[config.mk]
export PLATFORM = sky130hd
export DESIGN_NAME = cfs_regs
export DESIGN_NICKNAME = d
export VERILOG_FILES = /design/src/logic/cfs_pkg.sv /design/src/logic/cfs_sync.sv /design/src/logic/cfs_zone_ctl.sv /design/src/logic/cfs_regs.sv
export SDC_FILE = /design/constraint.sdc
export NUM_CORES = 1
export LEC_CHECK = 0
export BUFFER_PORTS_ARGS = -buffer_cell sky130_fd_sc_hd__buf_2
export CELL_PAD_IN_SITES_DETAIL_PLACEMENT = 1
export CELL_PAD_IN_SITES_GLOBAL_PLACEMENT = 1
export CORE_UTILIZATION = 40
export DETAILED_ROUTE_END_ITERATION = 12
export GPL_TIMING_DRIVEN = 0
export PLACE_DENSITY = 0.8
export SLEW_MARGIN = 20
export SYNTH_ARGS = -nofsm -noshare
export SYNTH_HDL_FRONTEND = slang
export SYNTH_SLANG_ARGS = --single-unit
[constraint.sdc]
create_clock -name I_REF_CLK -period 7.05 [get_ports I_REF_CLK]
set_input_delay 1.41 -clock I_REF_CLK [delete_from_list [all_inputs] [get_ports I_REF_CLK]]
set_output_delay 1.41 -clock I_REF_CLK [all_outputs]
set_load 0.01 [all_outputs]
[src/logic/cfs_pkg.sv]
// package: register map, field layouts, reset values and decode constants of the charger status bank
package cfs_pkg;

    // ************************************************************
    // register offsets
    // ************************************************************
    localparam logic [7:0] ADDR_FAULT   = 8'h09;
    localparam logic [7:0] ADDR_INPUT   = 8'h0A;
    localparam logic [7:0] ADDR_PART    = 8'h0B;
    localparam logic [7:0] ADDR_TEMPCTL = 8'h0C;

    // ************************************************************
    // field codes and reset values
    // ************************************************************
    localparam logic [1:0] CHG_FAULT_NONE    = 2'h0;
    localparam logic [1:0] CHG_FAULT_INPUT   = 2'h1;
    localparam logic [1:0] CHG_FAULT_THERMAL = 2'h2;
    localparam logic [1:0] CHG_FAULT_TIMER   = 2'h3;
    localparam logic [2:0] ZONE_NORMAL       = 3'h0;
    localparam logic [2:0] ZONE_WARM         = 3'h2;
    localparam logic [2:0] ZONE_COOL         = 3'h3;
    localparam logic [7:0] TEMPCTL_RESET     = 8'h75;
    localparam logic       MASK_RESET        = 1'h0;
    localparam logic [7:0] READ_ZERO         = 8'h00;

    // warm current scale, percent of programmed charge current
    localparam logic [6:0] PCT_0   = 7'h00;
    localparam logic [6:0] PCT_20  = 7'h14;
    localparam logic [6:0] PCT_50  = 7'h32;
    localparam logic [6:0] PCT_100 = 7'h64;

    // thermistor thresholds in hundredths of a percent of the reference
    localparam logic [12:0] COOL_THR_0 = 13'h1BA3; // 70.75
    localparam logic [12:0] COOL_THR_1 = 13'h1AA9; // 68.25
    localparam logic [12:0] COOL_THR_2 = 13'h197D; // 65.25
    localparam logic [12:0] COOL_THR_3 = 13'h1851; // 62.25
    localparam logic [12:0] WARM_THR_0 = 13'h12D9; // 48.25
    localparam logic [12:0] WARM_THR_1 = 13'h117B; // 44.75
    localparam logic [12:0] WARM_THR_2 = 13'h0FEB; // 40.75
    localparam logic [12:0] WARM_THR_3 = 13'h0EBF; // 37.75

    // ************************************************************
    // carriers
    // ************************************************************
    typedef struct packed {
        logic wdog_expired;
        logic boost_overload;
        logic bus_overvolt;
        logic bat_low_boost;
        logic input_overvolt;
        logic input_undervolt;
        logic thermal_shutdown;
        logic safety_expired;
        logic battery_overvolt;
        logic zone_warm;
        logic zone_cool;
        logic buck_mode;
        logic good_input_attached;
        logic input_volt_loop_active;
        logic input_curr_loop_active;
        logic final_charge_timer_running;
        logic adaptor_overvolt;
    } cfs_pins_t;

    typedef struct packed {
        logic       wdog_fault;
        logic       boost_fault;
        logic [1:0] charge_fault_code;
        logic       battery_overvolt_flag;
        logic [2:0] zone;
    } cfs_fault_reg_t;

    typedef struct packed {
        logic good_input_attached;
        logic input_volt_loop_active;
        logic input_curr_loop_active;
        logic rsvd;
        logic final_charge_timer_running;
        logic adaptor_overvolt_flag;
        logic input_volt_event_mask;
        logic input_curr_event_mask;
    } cfs_input_reg_t;

    typedef struct packed {
        logic       reg_reset;
        logic [3:0] part_id_field;
        logic       rsvd;
        logic [1:0] revision_field;
    } cfs_part_reg_t;

    typedef struct packed {
        logic       cool_voltage_select;
        logic       cool_charge_enable;
        logic [1:0] warm_current_scale;
        logic [1:0] cool_threshold_select;
        logic [1:0] warm_threshold_select;
    } cfs_tctrl_t;

    typedef struct packed {
        logic        cool_voltage_limit;
        logic        charge_inhibit;
        logic [6:0]  current_pct;
        logic        timer_double_ok;
        logic [12:0] cool_threshold;
        logic [12:0] warm_threshold;
    } cfs_charge_ctl_t;

endpackage

[src/logic/cfs_sync.sv]
// module: two-stage synchroniser for a vector of pin levels
`timescale 1ns/1ns
module cfs_sync #(
    parameter int W = 1
) (
    input  wire logic         i_clk,
    input  wire logic         i_rst,
    input  wire logic [W-1:0] i_async,
    output logic      [W-1:0] o_sync
);

    // ************************************************************
    // one flop pair per bit
    // ************************************************************
    for (genvar g = 0; g < W; g++)
    begin : g_bit
        logic meta_r;
        logic sync_r;
        // first stage feeds only the second stage
        always_ff @(posedge i_clk or posedge i_rst)
        begin
            if (i_rst)
            begin
                meta_r <= 1'b0;
                sync_r <= 1'b0;
            end
            else
            begin
                meta_r <= i_async[g];
                sync_r <= meta_r;
            end
        end
        assign o_sync[g] = sync_r;
    end

endmodule // cfs_sync

[src/logic/cfs_zone_ctl.sv]
// module: decode of temperature-zone control fields into charge settings
`timescale 1ns/1ns
module cfs_zone_ctl (
    input  wire cfs_pkg::cfs_tctrl_t      i_tctrl,
    input  wire logic                     i_warm,
    input  wire logic                     i_cool,
    output cfs_pkg::cfs_charge_ctl_t      o_ctl
);

    // ************************************************************
    // zone dependent settings
    // ************************************************************
    always_comb
    begin
        o_ctl = '0;
        o_ctl.cool_voltage_limit = i_cool && i_tctrl.cool_voltage_select;
        o_ctl.charge_inhibit     = i_cool && !i_tctrl.cool_charge_enable;
        o_ctl.timer_double_ok    = !i_warm;
        o_ctl.current_pct = cfs_pkg::PCT_100;
        if (i_warm)
        begin
            case (i_tctrl.warm_current_scale)
                2'h0:    o_ctl.current_pct = cfs_pkg::PCT_0;
                2'h1:    o_ctl.current_pct = cfs_pkg::PCT_20;
                2'h2:    o_ctl.current_pct = cfs_pkg::PCT_50;
                default: o_ctl.current_pct = cfs_pkg::PCT_100;
            endcase
        end
        case (i_tctrl.cool_threshold_select)
            2'h0:    o_ctl.cool_threshold = cfs_pkg::COOL_THR_0;
            2'h1:    o_ctl.cool_threshold = cfs_pkg::COOL_THR_1;
            2'h2:    o_ctl.cool_threshold = cfs_pkg::COOL_THR_2;
            default: o_ctl.cool_threshold = cfs_pkg::COOL_THR_3;
        endcase
        case (i_tctrl.warm_threshold_select)
            2'h0:    o_ctl.warm_threshold = cfs_pkg::WARM_THR_0;
            2'h1:    o_ctl.warm_threshold = cfs_pkg::WARM_THR_1;
            2'h2:    o_ctl.warm_threshold = cfs_pkg::WARM_THR_2;
            default: o_ctl.warm_threshold = cfs_pkg::WARM_THR_3;
        endcase
    end

endmodule // cfs_zone_ctl

[src/logic/cfs_regs.sv]
// module: charger fault, status, part information and temperature control register bank
//
// What this block does
// - watchdog fault bit reads 1 after watchdog expiry, else 0
// - boost fault bit set on overload, bus over-voltage or low battery
// - charge fault code: 00 none, 01 input, 10 thermal, 11 timer
// - battery fault bit follows battery over-voltage
// - zone field 000 normal, 010 warm, 011 cool, buck mode only
// - good input bit follows valid input supply attached
// - voltage loop status bit follows input voltage regulation
// - current loop status bit follows input current regulation
// - final charge timer bit follows top-off timer running
// - adaptor over-voltage bit follows input over-voltage detection
// - voltage loop event pulse suppressed while its mask is 1
// - current loop event pulse suppressed while its mask is 1
// - writing 1 resets writable bits, restarts safety timer, self-clears
// - cool zone voltage capped at 4.1V when select bit is 1
// - cool zone charging inhibited when enable bit is 0
// - warm zone current scaled 0, 20, 50 or 100 percent
// - safety timer never doubled in the warm zone
// - cool threshold from 70.75, 68.25, 65.25, 62.25 percent
// - warm threshold from 48.25, 44.75, 40.75, 37.75 percent
`timescale 1ns/1ns
module cfs_regs #(
    parameter logic [3:0] PART_ID  = 4'hA, // arbitrary value
    parameter logic [1:0] REVISION = 2'h2, // arbitrary value
    parameter int         SYNC_W   = 17
) (
    input  wire logic                      I_REF_CLK,
    input  wire logic                      I_RST,
    input  wire logic [7:0]                I_ADDR,
    input  wire logic                      I_WR_EN,
    input  wire logic [7:0]                I_WR_DATA,
    input  wire logic                      I_RD_EN,
    input  wire cfs_pkg::cfs_pins_t        I_STATUS_PINS,
    output logic      [7:0]                O_RD_DATA,
    output logic                           O_RD_VALID,
    output logic                           O_VOLT_EVENT_IRQ,
    output logic                           O_CURR_EVENT_IRQ,
    output logic                           O_SAFETY_TIMER_RESTART,
    output cfs_pkg::cfs_charge_ctl_t       O_CHARGE_CTL
);

    // ************************************************************
    // elaboration checks
    // ************************************************************
    if (SYNC_W != $bits(cfs_pkg::cfs_pins_t))
    begin : g_bad_width
        $error("SYNC_W must equal the pin carrier width");
    end

    // ************************************************************
    // pin synchronisers
    // ************************************************************
    logic [SYNC_W-1:0]    pins_sync;
    cfs_pkg::cfs_pins_t   pins;

    // every status level comes from the analogue side, so two flops first
    cfs_sync #(
        .W       (SYNC_W)
    ) u_sync (
        .i_clk   (I_REF_CLK),
        .i_rst   (I_RST),
        .i_async (I_STATUS_PINS),
        .o_sync  (pins_sync)
    );
    assign pins = cfs_pkg::cfs_pins_t'(pins_sync);

    // ************************************************************
    // live fault and status images
    // ************************************************************
    cfs_pkg::cfs_fault_reg_t fault_img;
    cfs_pkg::cfs_input_reg_t input_img;
    cfs_pkg::cfs_part_reg_t  part_img;
    logic                    zone_warm;
    logic                    zone_cool;

    // zones only count while the buck converter charges
    assign zone_warm = pins.buck_mode && pins.zone_warm;
    assign zone_cool = pins.buck_mode && pins.zone_cool && !pins.zone_warm;

    // fault register built from live conditions each read
    always_comb
    begin
        fault_img = '0;
        fault_img.wdog_fault = pins.wdog_expired;
        fault_img.boost_fault = pins.boost_overload || pins.bus_overvolt
                              || pins.bat_low_boost;
        if (pins.input_overvolt || pins.input_undervolt)
            fault_img.charge_fault_code = cfs_pkg::CHG_FAULT_INPUT;
        else if (pins.thermal_shutdown)
            fault_img.charge_fault_code = cfs_pkg::CHG_FAULT_THERMAL;
        else if (pins.safety_expired)
            fault_img.charge_fault_code = cfs_pkg::CHG_FAULT_TIMER;
        else
            fault_img.charge_fault_code = cfs_pkg::CHG_FAULT_NONE;
        fault_img.battery_overvolt_flag = pins.battery_overvolt;
        if (zone_warm)
            fault_img.zone = cfs_pkg::ZONE_WARM;
        else if (zone_cool)
            fault_img.zone = cfs_pkg::ZONE_COOL;
        else
            fault_img.zone = cfs_pkg::ZONE_NORMAL;
    end

    logic vmask_r;
    logic cmask_r;
    logic reg_rst_r;

    // input status register, live bits plus stored masks
    always_comb
    begin
        input_img = '0;
        input_img.good_input_attached = pins.good_input_attached;
        input_img.input_volt_loop_active = pins.input_volt_loop_active;
        input_img.input_curr_loop_active = pins.input_curr_loop_active;
        input_img.final_charge_timer_running = pins.final_charge_timer_running;
        input_img.adaptor_overvolt_flag = pins.adaptor_overvolt;
        input_img.input_volt_event_mask = vmask_r;
        input_img.input_curr_event_mask = cmask_r;
    end

    // part register, identity fields are fixed parameters
    always_comb
    begin
        part_img                = '0;
        part_img.reg_reset      = reg_rst_r;
        part_img.part_id_field  = PART_ID;
        part_img.revision_field = REVISION;
    end

    // ************************************************************
    // write decode
    // ************************************************************
    logic wr_input;
    logic wr_part;
    logic wr_tctrl;

    assign wr_input = I_WR_EN && (I_ADDR == cfs_pkg::ADDR_INPUT);
    assign wr_part  = I_WR_EN && (I_ADDR == cfs_pkg::ADDR_PART);
    assign wr_tctrl = I_WR_EN && (I_ADDR == cfs_pkg::ADDR_TEMPCTL);

    // write data seen through the register layouts, so no bit index is hard coded
    cfs_pkg::cfs_part_reg_t  wr_part_fields;
    cfs_pkg::cfs_input_reg_t wr_input_fields;

    assign wr_part_fields  = cfs_pkg::cfs_part_reg_t'(I_WR_DATA);
    assign wr_input_fields = cfs_pkg::cfs_input_reg_t'(I_WR_DATA);

    // ************************************************************
    // register reset sequencer
    // ************************************************************
    // one-cycle self-clearing reset
    always_ff @(posedge I_REF_CLK or posedge I_RST)
    begin
        if (I_RST)
            reg_rst_r <= 1'b0;
        else if (reg_rst_r)
            reg_rst_r <= 1'b0;
        else
            reg_rst_r <= wr_part && wr_part_fields.reg_reset;
    end

    always_ff @(posedge I_REF_CLK or posedge I_RST)
    begin
        if (I_RST)
            O_SAFETY_TIMER_RESTART <= 1'b0;
        else
            O_SAFETY_TIMER_RESTART <= reg_rst_r;
    end

    // ************************************************************
    // interrupt masks
    // ************************************************************
    // masks survive watchdog expiry; only register reset clears them
    always_ff @(posedge I_REF_CLK or posedge I_RST)
    begin
        if (I_RST)
        begin
            vmask_r <= cfs_pkg::MASK_RESET;
            cmask_r <= cfs_pkg::MASK_RESET;
        end
        else if (reg_rst_r)
        begin
            vmask_r <= cfs_pkg::MASK_RESET;
            cmask_r <= cfs_pkg::MASK_RESET;
        end
        else if (wr_input)
        begin
            vmask_r <= wr_input_fields.input_volt_event_mask;
            cmask_r <= wr_input_fields.input_curr_event_mask;
        end
    end

    // ************************************************************
    // temperature zone control
    // ************************************************************
    cfs_pkg::cfs_tctrl_t tctrl_r;

    always_ff @(posedge I_REF_CLK or posedge I_RST)
    begin
        if (I_RST)
            tctrl_r <= cfs_pkg::TEMPCTL_RESET;
        else if (reg_rst_r || pins.wdog_expired)
            tctrl_r <= cfs_pkg::TEMPCTL_RESET;
        else if (wr_tctrl)
            tctrl_r <= cfs_pkg::cfs_tctrl_t'(I_WR_DATA);
    end

    cfs_pkg::cfs_charge_ctl_t ctl_nxt;

    cfs_zone_ctl u_zone (
        .i_tctrl (tctrl_r),
        .i_warm  (zone_warm),
        .i_cool  (zone_cool),
        .o_ctl   (ctl_nxt)
    );

    // registered so the analogue side sees glitch-free settings
    always_ff @(posedge I_REF_CLK or posedge I_RST)
    begin
        if (I_RST)
            O_CHARGE_CTL <= '0;
        else
            O_CHARGE_CTL <= ctl_nxt;
    end

    // ************************************************************
    // loop event interrupts
    // ************************************************************
    logic vloop_d_r;
    logic cloop_d_r;
    logic vloop_rise;
    logic cloop_rise;

    // edges are taken on the second sync stage, never the first
    always_ff @(posedge I_REF_CLK or posedge I_RST)
    begin
        if (I_RST)
        begin
            vloop_d_r <= 1'b0;
            cloop_d_r <= 1'b0;
        end
        else
        begin
            vloop_d_r <= pins.input_volt_loop_active;
            cloop_d_r <= pins.input_curr_loop_active;
        end
    end
    assign vloop_rise = pins.input_volt_loop_active && !vloop_d_r;
    assign cloop_rise = pins.input_curr_loop_active && !cloop_d_r;

    always_ff @(posedge I_REF_CLK or posedge I_RST)
    begin
        if (I_RST)
        begin
            O_VOLT_EVENT_IRQ <= 1'b0;
            O_CURR_EVENT_IRQ <= 1'b0;
        end
        else
        begin
            O_VOLT_EVENT_IRQ <= vloop_rise && !vmask_r;
            O_CURR_EVENT_IRQ <= cloop_rise && !cmask_r;
        end
    end

    // ************************************************************
    // read path
    // ************************************************************
    logic [7:0] rd_nxt;

    // unmapped offsets read as zero
    always_comb
    begin
        if (I_ADDR == cfs_pkg::ADDR_FAULT)
            rd_nxt = fault_img;
        else if (I_ADDR == cfs_pkg::ADDR_INPUT)
            rd_nxt = input_img;
        else if (I_ADDR == cfs_pkg::ADDR_PART)
            rd_nxt = part_img;
        else if (I_ADDR == cfs_pkg::ADDR_TEMPCTL)
            rd_nxt = tctrl_r;
        else
            rd_nxt = cfs_pkg::READ_ZERO;
    end

    always_ff @(posedge I_REF_CLK or posedge I_RST)
    begin
        if (I_RST)
        begin
            O_RD_DATA  <= cfs_pkg::READ_ZERO;
            O_RD_VALID <= 1'b0;
        end
        else
        begin
            O_RD_VALID <= I_RD_EN;
            if (I_RD_EN)
                O_RD_DATA <= rd_nxt;
        end
    end
endmodule // cfs_regs

* After elaboration in Yosys (flattened, before gate mapping) *
Cells that the tools add are included.

storage, ports and cells
  input bits = 37
  bits in registers = 95
  logic and storage cells = 114
  output and inout port bits = 48

cells by class
  reduce and logical (&&, ||, !) cells = 29
  muxes and demuxes = 20
  equality and inequality tests = 10

operators with widths
  kind                                                                    count
  8-bit two-way mux                                                       6
  13-bit one-hot mux with 3 select lines                                  1
  8-bit by 4-bit equality test with 1-bit output (second input constant)  4
  10-bit one-hot mux with 3 select lines                                  1
  7-bit one-hot mux with 3 select lines                                   1
  1-bit logical AND                                                       13
  2-bit two-way mux                                                       5
  1-bit logical NOT                                                       7
  7-bit two-way mux                                                       1
  2-bit by 1-bit equality test with 1-bit output (second input constant)  3
  2-bit equality test (second input constant)                             3
  2-bit logical NOT                                                       3
  1-bit two-way mux                                                       5
  1-bit logical OR                                                        4
  2-bit nonzero test                                                      2

* Depth between registers and ports, before layout *
  depth in word-level cells = 5
  depth in mapped cells = 6

* Modules after synthesis *
Synthesis repeated with hierarchy kept, for this count alone.

second synthesis, totals
  cells, all modules = 261
  area, all modules = 3575.9 um2

modules (own cells, without submodules)
  module        cells each  area an instance (um2)  sequential area each (um2)  instances
  cfs_regs      157         2180.8                  1532.7                      1
  cfs_sync      52          982.2                   850.8                       1
  cfs_zone_ctl  52          412.9                   0.0                         1

* Least setup slack after synthesis *
No wires, ideal clock.

  kind = input -> register
  start point = in I_ADDR[5]
  end point = reg tctrl_r[1] in the netlist's numbering
  data arrival time = 2.507 ns
  cell stages on the path = 4
  library setup time = 0.127 ns
  buffers on the path = 1
  setup slack = 4.416 ns
  cell sequence = or4_4 > nor3_4 > buf_6 > o21ai_0

between the ends
  cells in the longest elaborated chain, start to end = 3

RTL lines
  element                                         RTL line         RTL
  start: declaration                              cfs_regs.sv:31   input wire logic [7:0] I_ADDR,
  8-bit by 4-bit equality test with 1-bit output  cfs_regs.sv:141  assign wr_tctrl = I_WR_EN && (I_ADDR == cfs_pkg::ADDR_TEMPCTL);
  1-bit logical AND                               cfs_regs.sv:141
  2-bit nonzero test (no source line)             n/a
  end signal: assignment                          cfs_regs.sv:203  tctrl_r <= cfs_pkg::TEMPCTL_RESET;
  end signal: assignment                          cfs_regs.sv:205  tctrl_r <= cfs_pkg::TEMPCTL_RESET;
  end signal: assignment                          cfs_regs.sv:207  tctrl_r <= cfs_pkg::cfs_tctrl_t'(I_WR_DATA);
  end: declaration                                cfs_regs.sv:198  cfs_pkg::cfs_tctrl_t tctrl_r;

Every way passes these cells.
A chain may end at the register's enable or synchronous reset.

* Worst setup path in the final report *
  start point = in I_ADDR[5]
  end point = reg tctrl_r[3] in the netlist's numbering

The elaborated chain is that of the path after synthesis.

==> impl_metrics.csv <==
group,metric,value,unit
sta,drv_slew,0,
sta,period_needed,2.56,ns
global_route,grt_pass1_wl,10600,um
clock_tree,root_buffer,"clkbuf_8",
critical_path,critPathLaunchType,"input port",
layout,fin_cells,436,
logic_synthesis,netlist_instances,238,
power,vdd_drop_max,0.000138,V
logic_synthesis,yosys_warnings,0,
power,pwr-share-seq,0.520,
floorplan,die_w,90.3,um
layout,num_antenna_cells,0,
global_route,grt-ovfl-total,0,
layout,drive_above_1_share,0.383,
logic_synthesis,synthArstFlopShare,1.00,
global_route,grt.busiest_layer,"met2",
floorplan,num_rows,31,
critical_path,crit_cells,5,
critical_path,crit_chain,"buf_2 > or4_4 > nor3_4 > buf_6 > o21ai_0",
global_route,grt.total_usage,0.172,
logic_synthesis,ys_seq_area_frac,0.668,
clock_tree,ctsHoldBuffers,0,
routing,first_iter_violations,76,
sta,finalSetupViolCount,0,
global_route,grt_pass1_vias,2203,
clock_tree,cts_setup_buffers,0,
critical_path,critical_path.max_stage_delay,0.58,ns
critical_path,worst-setup-path-type,"input port to flip-flop",
critical_path,crit_path_start,"I_ADDR[5]",
flow_run,drv_cap,0,
critical_path,cpMaxStageDelayCell,"or4_4",
clock_tree,cts-resized-gates,0,
logic_synthesis,synth_ff_type,"dfrtp_1",
critical_path,worst-path-buf-inv,2,
power,leakage,1.92,nW
logic_synthesis,synthDistinctLibCells,43,
floorplan,dieArea,8150,um^2
sta,hold_viol_final,0,
routing,drt_wl_total,6380,um
routing,viasPerCell,4.75,
logic_synthesis,synth_edf_count,0,
floorplan,fp.dieH,90.3,um
global_route,antenna_found_initial,0,
sta,fin_crit_sh,0.363,
sta,tns,0,ns
global_route,grt_max_degree,48,
place,portBuffers,80,
routing,vias,2070,
layout,regArea,2080,um^2
routing,avgRoutedWirePerCell,14.6,um
clock_tree,clock_path_buffers,2,
layout,multi_input_area,858,um^2
floorplan,start_util,0.421,
critical_path,r2r_cells,4,
routing,dr.pass1.iters,4,
power,switching_share,0.208,
critical_path,cp.arrival,2.78,ns
critical_path,crit_end,"tctrl_r[3]",
critical_path,critPathCaptureType,"flip-flop",
clock_tree,cts_tree,"yes",
critical_path,crit_required,7.27,ns
floorplan,coreArea,7410,um^2
global_route,met1_usage,0.193,
routing,antenna_left,0,
layout,nNetsFinal,384,
logic_synthesis,avgSynthCellArea,13.1,um^2
logic_synthesis,syn_area,3120,um^2
floorplan,ios,85,
critical_path,worstPathMaxFanout,10,
place,gp_congestion,0.849,
critical_path,cpLargestDelayFamily,"simple AND/OR/NAND/NOR gates",
sta,grt_setup_unrepaired,"false",
power,p_comb_frac,0.052,
clock_tree,htreeDepth,3,
logic_synthesis,ys_ff_latch,83,
power,p_clk_frac,0.429,
power,p_int,0.755,mW
sta,relSlewSlack,0.485,
place,hpwl,4830,um
sta,worstMarginPinSlew,0.766,ns
place,place_inst,420,
clock_tree,cts_buffers,9,
sta,fin_worst_skew,0.00581,ns
power,powerDensity,243,nW/um^2
critical_path,regToRegStartpoint,"reg_rst_r",
global_route,grtUsageMet2,0.300,
power,power_switching,0.199,mW
global_route,grtUsageMet3,0.0446,
critical_path,r2r_slack,5.61,ns
clock_tree,clock_latency,0.34,ns
clock_tree,path_clk_slew,0.08,ns
clock_tree,clock_sinks,83,
status,status,"complete, no violations",
sta,max_freq,0.391,GHz
critical_path,reg2reg_to,"tctrl_r[3]",
routing,drc_errors,0,
layout,fillers,816,
min_path,hold_path_class,"flip-flop to flip-flop",
layout,area_delta_synth_final,25.8,%
cell usage after synthesis (all sizes together), types with 2 or more instances:
library cell / n / area share
o2111ai: 2 / 0.0056
nand3: 7 / 0.011
dfstp: 5 / 0.042
a211o: 2 / 0.0056
a22oi: 4 / 0.0096
inv: 18 / 0.022
dfrtp: 78 / 0.63
conb: 2 / 0.0024
nor3b: 3 / 0.0072
ha: 15 / 0.060
and3: 3 / 0.0060
nor2b: 5 / 0.010
o21ai: 9 / 0.014
nand2: 13 / 0.016
a21oi: 2 / 0.0032
and3b: 2 / 0.0056
a2bb2oi: 2 / 0.0056
nor3: 3 / 0.0084
nand2b: 4 / 0.0080
nor2: 13 / 0.016
or2: 4 / 0.0080
buf: 14 / 0.034
or3: 2 / 0.0040
clkbuf: 3 / 0.0036
o22ai: 4 / 0.0080
o211ai: 4 / 0.014
mux2i: 3 / 0.0096
power groups by stage:
stage | Combinational (mW) | Clock [mW] | Sequential [mW]
2_1_floorplan | 0.0259 | 0 | 0.504
3_3_place_gp | 0.0474 | 0 | 0.504
3_5_place_dp | 0.0505 | 0 | 0.505
4_1_cts | 0.0507 | 0.421 | 0.496
5_1_grt | 0.0556 | 0.441 | 0.497
6_report | 0.0495 | 0.409 | 0.496
kinds of logic (layout without fill, tap and decap cells):
logic type / after synthesis / after routing / share of synthesized area
multiplexers: 4 / 4 / 0.0132
other: 2 / 4 / 0.00241
adder cells (fa/ha/maj): 15 / 15 / 0.0602
buffers and inverters: 35 / 132 / 0.0594
AO/OA/AOI/OAI: 34 / 34 / 0.0806
flip-flops: 83 / 83 / 0.668
AND/OR/NAND/NOR: 65 / 65 / 0.116
state kept, by name, indices dropped and copies added, names as in the netlist:
| name | count |
|---|---|
| O_CHARGE_CTL | 24 |
| u_sync.g_bit.meta_r | 17 |
| u_sync.g_bit.sync_r | 17 |
| O_RD_DATA | 8 |
| tctrl_r | 8 |
| O_CURR_EVENT_IRQ | 1 |
| O_RD_VALID | 1 |
| O_SAFETY_TIMER_RESTART | 1 |
| O_VOLT_EVENT_IRQ | 1 |
| cloop_d_r | 1 |
| cmask_r | 1 |
| reg_rst_r | 1 |
| vloop_d_r | 1 |
| vmask_r | 1 |
cells in the final DEF (no fill, tap or decap), types with 2 or more instances in the layout:
cell / n
a22oi_1: 4
nor2b_1: 5
a211o_1: 2
clkbuf_1: 3
dfstp_2: 5
nand2_1: 13
o22ai_1: 4
inv_1: 17
o2111ai_1: 2
nand3_1: 7
nor3_1: 2
o21ai_0: 9
clkbuf_8: 10
nor3b_1: 3
nand2b_1: 4
dfrtp_1: 78
nor2_1: 13
or2_2: 4
or3_1: 2
buf_4: 12
and3_1: 3
ha_1: 15
a21oi_1: 2
bufinv_16: 3
mux2i_1: 3
a2bb2oi_1: 2
buf_2: 81
o211ai_2: 3
and3b_1: 2
conb_1: 4
worst reg2reg max path, stage by stage, from the launching register on:
cell	delay (ns)
dfrtp_1	0.44
nor2_1	0.14
clkbuf_1	0.44
nand2_1	0.12
o21ai_0	0.21
worst min-delay path by stage:
stage	slack, ns	depth (start not counted)	startpoint	to
after floorplan	0.33	0	u_sync.g_bit[0].meta_r	u_sync.g_bit[0].sync_r
after global placement	0.33	0	u_sync.g_bit[1].meta_r	u_sync.g_bit[1].sync_r
after detailed placement	0.34	0	u_sync.g_bit[11].meta_r	u_sync.g_bit[11].sync_r
after CTS	0.36	0	u_sync.g_bit[9].meta_r	u_sync.g_bit[9].sync_r
after global routing	0.36	0	u_sync.g_bit[0].meta_r	u_sync.g_bit[0].sync_r
final	0.35	0	u_sync.g_bit[11].meta_r	u_sync.g_bit[11].sync_r
layer usage:
metal  vias up  part of all wire  wire length (um)
li1        968                 -                 -
met1      1023              0.40              2560
met2        67              0.53              3380
met3        12             0.049               311
met4         0             0.021               132
met5         -                 0                 0
metrics by stage:
stage | total power, mW | setup WS [ns] | hold slack (ns) | utilization | cell area (um^2)
2_1_floorplan | 0.530 | 3.51 | 0.331 | - | 3130
3_3_place_gp | 0.551 | 2.72 | 0.332 | 0.493 | 3650
3_5_place_dp | 0.555 | 4.11 | 0.336 | 0.496 | 3670
4_1_cts | 0.968 | 4.50 | 0.355 | 0.529 | 3920
5_1_grt | 0.994 | 4.43 | 0.359 | 0.529 | 3920
6_report | 0.954 | 4.49 | 0.354 | 0.529 | 3920
cell type report:
type,instances,area share
plain buffers,17,0.0300
clock buffers,10,0.0351
clock inverters,6,0.0284
inverters,18,0.0179
multi-input cells,122,0.219
flip-flops and latches,83,0.531
well taps,99,0.0316
repair buffers,81,0.107
Power figures use the tool's default switching activity.
